File: config.mk
export PLATFORM = sky130hd
export DESIGN_NAME = mmd_decoder
export DESIGN_NICKNAME = d
export VERILOG_FILES = /design/src/mmd_pkg.sv /design/src/mmd_data_dec.sv /design/src/mmd_decoder.sv
export SDC_FILE = /design/constraint.sdc
export NUM_CORES = 1
export LEC_CHECK = 0
export ABC_AREA = 0
export BUFFER_PORTS_ARGS = -buffer_cell sky130_fd_sc_hd__buf_2
export CORE_ASPECT_RATIO = 1.5
export CORE_MARGIN = 4
export CORE_UTILIZATION = 48
export CTS_CLUSTER_SIZE = 20
export DETAILED_ROUTE_END_ITERATION = 7
export PLACE_DENSITY_LB_ADDON = 0.25
export SYNTH_ARGS = -nofsm -noshare
export SYNTH_HDL_FRONTEND = slang
export SYNTH_SLANG_ARGS = --single-unit
File: constraint.sdc
create_clock -name clk_sys -period 0.8 [get_ports clk_sys]
set_input_delay 0.08 -clock clk_sys [delete_from_list [all_inputs] [get_ports clk_sys]]
set_output_delay 0.08 -clock clk_sys [all_outputs]
set_load 0.03 [all_outputs]
File: src/mmd_pkg.sv
// Package of constants and carrier types for the memory map decoder.
//------------------------------------------------------------------------------
// Functional notes
// - The program address space seen by the core is 64 kB wide, whatever part of it holds Flash.
// - Flash is one block from 0x0000 up to 0x1FFF, 0x0FFF or 0x07FF for the 8, 4 or 2 kB variant.
// - The top byte of the implemented Flash block is the security lock byte, not program storage.
// - Program addresses above the lock byte up to the top of the space decode as reserved.
// - External-data moves go to expanded RAM, but their writes go to Flash write/erase when enabled.
// - Code-memory reads go to Flash, the lock byte or reserved by address alone, whatever the external-data move steering says.
// - Data RAM totals 512 bytes: 256 bytes internal RAM, the rest expanded RAM.
// - Internal RAM answers data addresses 0x00 through 0xFF.
// - The lower 128 bytes of internal RAM are reached by both direct and indirect modes.
// - Addresses 0x00 to 0x1F are four banks of eight byte registers, chosen by the bank select.
// - Bytes 0x20 to 0x2F are reachable as bytes or as 128 direct-addressed bits.
// - The upper 128 bytes are reachable only indirectly and are separate from the special space.
//------------------------------------------------------------------------------
package mmd_pkg;

	localparam int        PROG_AW        = 16;
	localparam int        DATA_AW        = 8;
	localparam int        EXPANDED_ONCHIP_RAM_AW        = 8;
	localparam int        FLASH_KB_8     = 8;
	localparam int        FLASH_KB_4     = 4;
	localparam int        FLASH_KB_2     = 2;
	localparam logic [15:0] FLASH_BASE   = 16'h0000;
	localparam logic [15:0] FLASH_TOP_8K = 16'h1fff;
	localparam logic [15:0] FLASH_TOP_4K = 16'h0fff;
	localparam logic [15:0] FLASH_TOP_2K = 16'h07ff;
	localparam int        RAM_TOTAL      = 512;
	localparam int        IRAM_SIZE      = 256;
	localparam logic [7:0] BANK_LAST     = 8'h1f;
	localparam logic [7:0] BIT_FIRST     = 8'h20;
	localparam logic [7:0] BIT_LAST      = 8'h2f;
	localparam logic [7:0] UPPER_FIRST   = 8'h80;
	localparam int        BANK_REGS      = 8;

	// Where a program-side access lands.
	typedef enum logic [2:0] {
		PT_NONE     = 3'b000,
		PT_FLASH    = 3'b001,
		PT_LOCK     = 3'b010,
		PT_RESERVED = 3'b011,
		PT_FLASH_WR = 3'b100,
		PT_EXPANDED_ONCHIP_RAM     = 3'b101
	} mmd_prog_tgt_t;

	// Where a data-side access lands.
	typedef enum logic [2:0] {
		DT_NONE    = 3'b000,
		DT_BANK    = 3'b001,
		DT_BITAREA = 3'b010,
		DT_LOWER   = 3'b011,
		DT_UPPER   = 3'b100,
		DT_SPECIAL = 3'b101
	} mmd_data_tgt_t;

	// Access kinds issued by the core.
	typedef enum logic [2:0] {
		AK_IDLE  = 3'b000,
		AK_FETCH = 3'b001,
		AK_CODE  = 3'b010,
		AK_XDATA = 3'b011,
		AK_DIR   = 3'b100,
		AK_IND   = 3'b101,
		AK_BIT   = 3'b110
	} mmd_kind_t;

	typedef struct packed {
		logic             valid;
		mmd_kind_t        kind;
		logic             write;
		logic [15:0]      addr;
		logic [1:0]       bank;
		logic             flash_wr_en;
	} mmd_req_t;

	typedef struct packed {
		logic             valid;
		mmd_prog_tgt_t    prog_tgt;
		mmd_data_tgt_t    data_tgt;
		logic [15:0]      prog_addr;
		logic [8:0]       ram_addr;
		logic [2:0]       bit_sel;
		logic             write;
	} mmd_route_t;

endpackage : mmd_pkg

File: src/mmd_data_dec.sv
// Combinational decoder of the internal data space.
`timescale 1ns/1ps
module mmd_data_dec
	import mmd_pkg::*;
(
	// Request.
	input  wire logic [7:0]    addr,
	input  wire mmd_kind_t     kind,
	input  wire logic [1:0]    bank,
	// Result.
	output mmd_data_tgt_t      tgt,
	output logic [7:0]         byte_addr,
	output logic [2:0]         bit_sel
);

	always_comb begin
		tgt       = DT_NONE;
		byte_addr = addr;
		bit_sel   = 3'h0;
		case (kind)
			AK_DIR, AK_IND: begin
				if (addr <= BANK_LAST) begin
					tgt       = DT_BANK;
					byte_addr = {3'h0, bank, addr[2:0]};
				end else if (addr >= BIT_FIRST && addr <= BIT_LAST) begin
					tgt = DT_BITAREA;
				end else if (addr < UPPER_FIRST) begin
					tgt = DT_LOWER;
				end else if (kind == AK_DIR) begin
					tgt = DT_SPECIAL;
				end else begin
					tgt = DT_UPPER;
				end
			end
			AK_BIT: begin
				// Bit addresses below 0x80 map to the 16-byte bit area.
				if (addr < UPPER_FIRST) begin
					tgt       = DT_BITAREA;
					byte_addr = BIT_FIRST + {4'h0, addr[6:3]};
					bit_sel   = addr[2:0];
				end else begin
					tgt = DT_SPECIAL;
				end
			end
			default: begin
				tgt = DT_NONE;
			end
		endcase
	end

endmodule : mmd_data_dec

File: src/mmd_decoder.sv
// Top of the program and data memory map decoder.
`timescale 1ns/1ps
module mmd_decoder
	import mmd_pkg::*;
#(
	parameter int FLASH_KB = FLASH_KB_8
)(
	// Clock and reset.
	input  wire logic       clk_sys,
	input  wire logic       resetn,
	// Core request.
	input  wire mmd_req_t   req,
	// Routed access.
	output mmd_route_t      route,
	output logic            lock_hit
);

	//--------------------------------------------------------------------------
	// Parameter check
	//--------------------------------------------------------------------------
	if (FLASH_KB != FLASH_KB_8 && FLASH_KB != FLASH_KB_4 && FLASH_KB != FLASH_KB_2) begin : g_bad_size
		$error("FLASH_KB must be 8, 4 or 2");
	end
	if (RAM_TOTAL != 2 * IRAM_SIZE) begin : g_bad_ram
		$error("RAM split must be two equal halves");
	end
	// Expanded RAM must fill exactly the half of the array that internal RAM leaves free.
	if (RAM_TOTAL - IRAM_SIZE != 2 ** EXPANDED_ONCHIP_RAM_AW) begin : g_bad_expanded_onchip_ram
		$error("expanded RAM width does not match the RAM split");
	end

	localparam logic [15:0] FLASH_TOP = (FLASH_KB == FLASH_KB_8) ? FLASH_TOP_8K :
		(FLASH_KB == FLASH_KB_4) ? FLASH_TOP_4K : FLASH_TOP_2K;

	//--------------------------------------------------------------------------
	// Program space decode
	//--------------------------------------------------------------------------
	mmd_prog_tgt_t prog_next;

	// Code reads and steered writes decode the full 16-bit address, so every one of the 64 kB answers; other moves go to expanded RAM.
	always_comb begin
		prog_next = PT_NONE;
		case (req.kind)
			AK_FETCH, AK_CODE: begin
				// Code reads ignore the steering bit entirely.
				if (req.addr < FLASH_TOP) begin
					prog_next = PT_FLASH;
				end else if (req.addr == FLASH_TOP) begin
					prog_next = PT_LOCK;
				end else begin
					prog_next = PT_RESERVED;
				end
			end
			AK_XDATA: begin
				if (req.write && req.flash_wr_en) begin
					if (req.addr < FLASH_TOP) begin
						prog_next = PT_FLASH_WR;
					end else if (req.addr == FLASH_TOP) begin
						prog_next = PT_LOCK;
					end else begin
						prog_next = PT_RESERVED;
					end
				end else begin
					prog_next = PT_EXPANDED_ONCHIP_RAM;
				end
			end
			default: begin
				prog_next = PT_NONE;
			end
		endcase
	end

	//--------------------------------------------------------------------------
	// Data space decode
	//--------------------------------------------------------------------------
	mmd_data_tgt_t data_tgt;
	logic [7:0]    data_byte;
	logic [2:0]    data_bit;

	mmd_data_dec u_data_dec (
		.addr      (req.addr[7:0]),
		.kind      (req.kind),
		.bank      (req.bank),
		.tgt       (data_tgt),
		.byte_addr (data_byte),
		.bit_sel   (data_bit)
	);

	// Expanded RAM sits in the upper half of the 512-byte array, internal RAM in the lower.
	logic [8:0] ram_next;
	always_comb begin
		ram_next = 9'h000;
		if (prog_next == PT_EXPANDED_ONCHIP_RAM) begin
			ram_next = {1'b1, req.addr[EXPANDED_ONCHIP_RAM_AW-1:0]};
		end else if (data_tgt != DT_NONE && data_tgt != DT_SPECIAL) begin
			ram_next = {1'b0, data_byte};
		end
	end

	//--------------------------------------------------------------------------
	// Registered outputs
	//--------------------------------------------------------------------------
	// Addresses follow the request even in idle cycles; consumers qualify them with valid, which keeps
	// the wide address paths free of gating.
	always_ff @(posedge clk_sys or negedge resetn) begin
		if (!resetn) begin
			route <= '0;
		end else begin
			route.valid     <= req.valid;
			route.prog_tgt  <= req.valid ? prog_next : PT_NONE;
			route.data_tgt  <= req.valid ? data_tgt : DT_NONE;
			route.prog_addr <= req.addr;
			route.ram_addr  <= ram_next;
			route.bit_sel   <= data_bit;
			route.write     <= req.write;
		end
	end

	always_ff @(posedge clk_sys or negedge resetn) begin
		if (!resetn) begin
			lock_hit <= 1'b0;
		end else begin
			lock_hit <= req.valid && prog_next == PT_LOCK;
		end
	end
endmodule : mmd_decoder

==> flow_summary.toml <==
[run_status]
outcome = "finished with violations"
violations = "negative hold slack, negative setup slack"

[floorplan]
die_height_um = 73.2
dieArea_sq_um = 3770
rows = 23
die-width_um = 51.5
start_util = 0.503
coreArea_sq_um = 2710
ioPinCount = 63

[grt]
grt_usage = 0.316
grt_start_max_net_pins = 38
grt_pass1_vias = 1482
grt_pass1_wl_um = 8220
antenna_found_initial = 0
gr-total-overflow = 0

[power]
p_sw_frac = 0.281
finalPower_w = 0.00480
p_int_w = 0.00345
seq_power_share = 0.422
comb_power_share = 0.224
leakage_nw = 1.23
max-vdd-ir-drop_v = 0.00265
p_switching_w = 0.00135
power_frac_clock = 0.354
pwr_density_cell_nw_per_um2 = 1870

[routing]
drcViolationCount = 0
dr_total_vias = 1533
final_antenna_net_count = 0
wirelength_um = 7160
wl_per_cell_um = 29.4
first_iter_violations = 121
dr.pass1.iters = 5
avgViaCountPerCell = 6.31

[setup_path]
endpoint_kind = "register"
arrival_ps = 1300
crit_path_cell_trace = "buf_2, nand4_1, or4_4, buf_4, a21oi_2, o21ai_1"
critPathTopFamily = "simple AND/OR/NAND/NOR gates"
critical_path_class = "input port to register"
start_kind = "input port"
cp.required_ps = 970
slowest_delay_ps = 550
path_buf_inv = 2
cp_num_cells = 6
slowest_stage = "or4_4"
cp_max_fo = 2

[flow_run]
max_cap_viol_count = 0

[cells_and_area]
fill_cells = 75
postLayoutCoreUtil = 0.949
finalNetCount = 231
drive_gt1_frac = 0.583
syn2layout_area_growth_pct = 88.6
num_antenna_cells = 0

[timing]
fin_crit_sh = 1.41
relSlewSlack = 0.793
holdWs_ps = -43.3
clock.fmax_mhz = 884
worst_slack_ps = -332
setup_viol = 53
worst_pin_slew_ps = 309
fin_crit_ps = 1130
rsz0062_at_grt = "yes"
hold_viol = 1
drv_slew = 0
tns_ps = -6440

[synthesis]
synthAdderAreaFrac = 0
syn_inst = 102
netlist-cell-type-count = 34
synthMuxAreaShare = 0.0377
synth_top_family_by_area = "simple AND/OR/NAND/NOR gates"
yosysMostFrequentCell = "dfrtp_1"
synth_top_area_frac = 0.680
ys_top_cells_by_area = "dfrtp_1, nor2_1, mux2i_1"
ys_top_cells_by_count = "dfrtp_1, nor2_1, a21oi_1, nand2_1, mux2i_1"
synth_compound_area_frac = 0.0616
async_flop_share = 1.00
yosysSeqAreaShare = 0.680
synth.avg_cell_area_sq_um = 13.3
synthSimpleGateAreaFrac = 0.197
synth_nets = 128
ys_warn_count = 0
synth_edf_count = 0
synth_seq_cells = 37
synth_xor_xnor_area_share = 0
synthesis.area_sq_um = 1360
synth_top_area_cell = "dfrtp_1"
ys.flop_type = "dfrtp_1"

[clocking]
htreeDepth = 2
path_clk_slew_ps = 80
cts_buffers = 5
cts-root-buf = "clkbuf_8"
cts_tree = "yes"
cts_hold_buf = 12
cts_max_path_buffers = 2
cts.sinks = 37

[place]
dp_hpwl_um = 2530
numPortBuffers = 62
place.gp.congestion = 0.783
preCtsSetupSlack_ps = -521

[worst_hold_path]
hold_depth = 1
hold_class = "input port to register"
==> cell families after synthesis <==
kind of cell | after synthesis
AND/OR/NAND/NOR | 41
flip-flops | 37
AO/OA/AOI/OAI | 13
buffers and inverters | 6
multiplexers | 5
==> cell usage in the layout, fill, tap and decap left out, drive strengths merged, types with 2 or more instances in the layout <==
master,instances
nor3b,2
and2,3
nor2,12
a21oi,5
nand4,2
nor2b,2
inv,2
o21ai,3
nor4,2
nand3,3
dlygate4sd3,12
dfrtp,37
nor3,3
clkbuf,7
mux2i,4
nand2,6
buf,88
==> sequential cells by signal, indices dropped and copies added, names as in the netlist <==
name      flops
route        36
lock_hit      1
==> metrics by stage <==
step	hold slack [ps]	instance area, sq um	instances
2_1_floorplan	-216	1430	102
3_3_place_gp	49.8	1890	219
3_5_place_dp	53.1	1890	219
4_1_cts	-60.2	2470	240
5_1_grt	-50.2	2570	243
6_report	-43.3	2570	243
==> per-layer routing <==
| metal | part of all wire | GRT usage | wire length [um] | up-vias |
|---|---|---|---|---|
| met5 | 0 | 0 | 0 | - |
| met4 | 0.087 | 0.204 | 619 | 0 |
| met3 | 0.095 | 0.0777 | 678 | 64 |
| met2 | 0.51 | 0.548 | 3620 | 185 |
| met1 | 0.31 | 0.332 | 2240 | 727 |
| li1 | - | - | - | 557 |
==> power by group through the flow <==
| stage | Sequential [W] | Combinational (W) | Clock [W] |
|---|---|---|---|
| 2_1_floorplan | 0.00222 | 0.000180 | 0 |
| 3_3_place_gp | 0.00201 | 0.000690 | 0 |
| 3_5_place_dp | 0.00202 | 0.000706 | 0 |
| 4_1_cts | 0.00201 | 0.000925 | 0.00167 |
| 5_1_grt | 0.00203 | 0.00111 | 0.00179 |
| 6_report | 0.00202 | 0.00108 | 0.00170 |
==> final timing paths <==
| kind | start | to | slack (ps) |
|---|---|---|---|
| max in group asynchronous | resetn | route[19]$_DFF_PN0_ | 320 |
| worst max-delay path | req[6] | route[32]$_DFF_PN0_ | -330 |
| min in group asynchronous | resetn | route[16]$_DFF_PN0_ | 300 |
| worst min-delay path | req[14] | route[24]$_DFF_PN0_ | -40 |
==> area by class of cell <==
cell class | instances | area, sq um | area share
inverters | 2 | 7.51 | 0.00292
repair buffers | 100 | 927 | 0.361
well taps | 37 | 46.3 | 0.0180
flip-flops and latches | 37 | 926 | 0.361
multi-input cells | 59 | 544 | 0.212
clock buffers | 7 | 86.3 | 0.0336
clock inverters | 1 | 30.0 | 0.0117
==> timing repair <==
item                                    4_1_cts  5_1_grt
pin swaps                                     7       10
hold endpoints to repair                     49        1
endpoints found under the setup margin       51       48
resized for setup                            93       20
setup buffers                                 2        4
No activity file was read; power rests on OpenSTA's default activity.
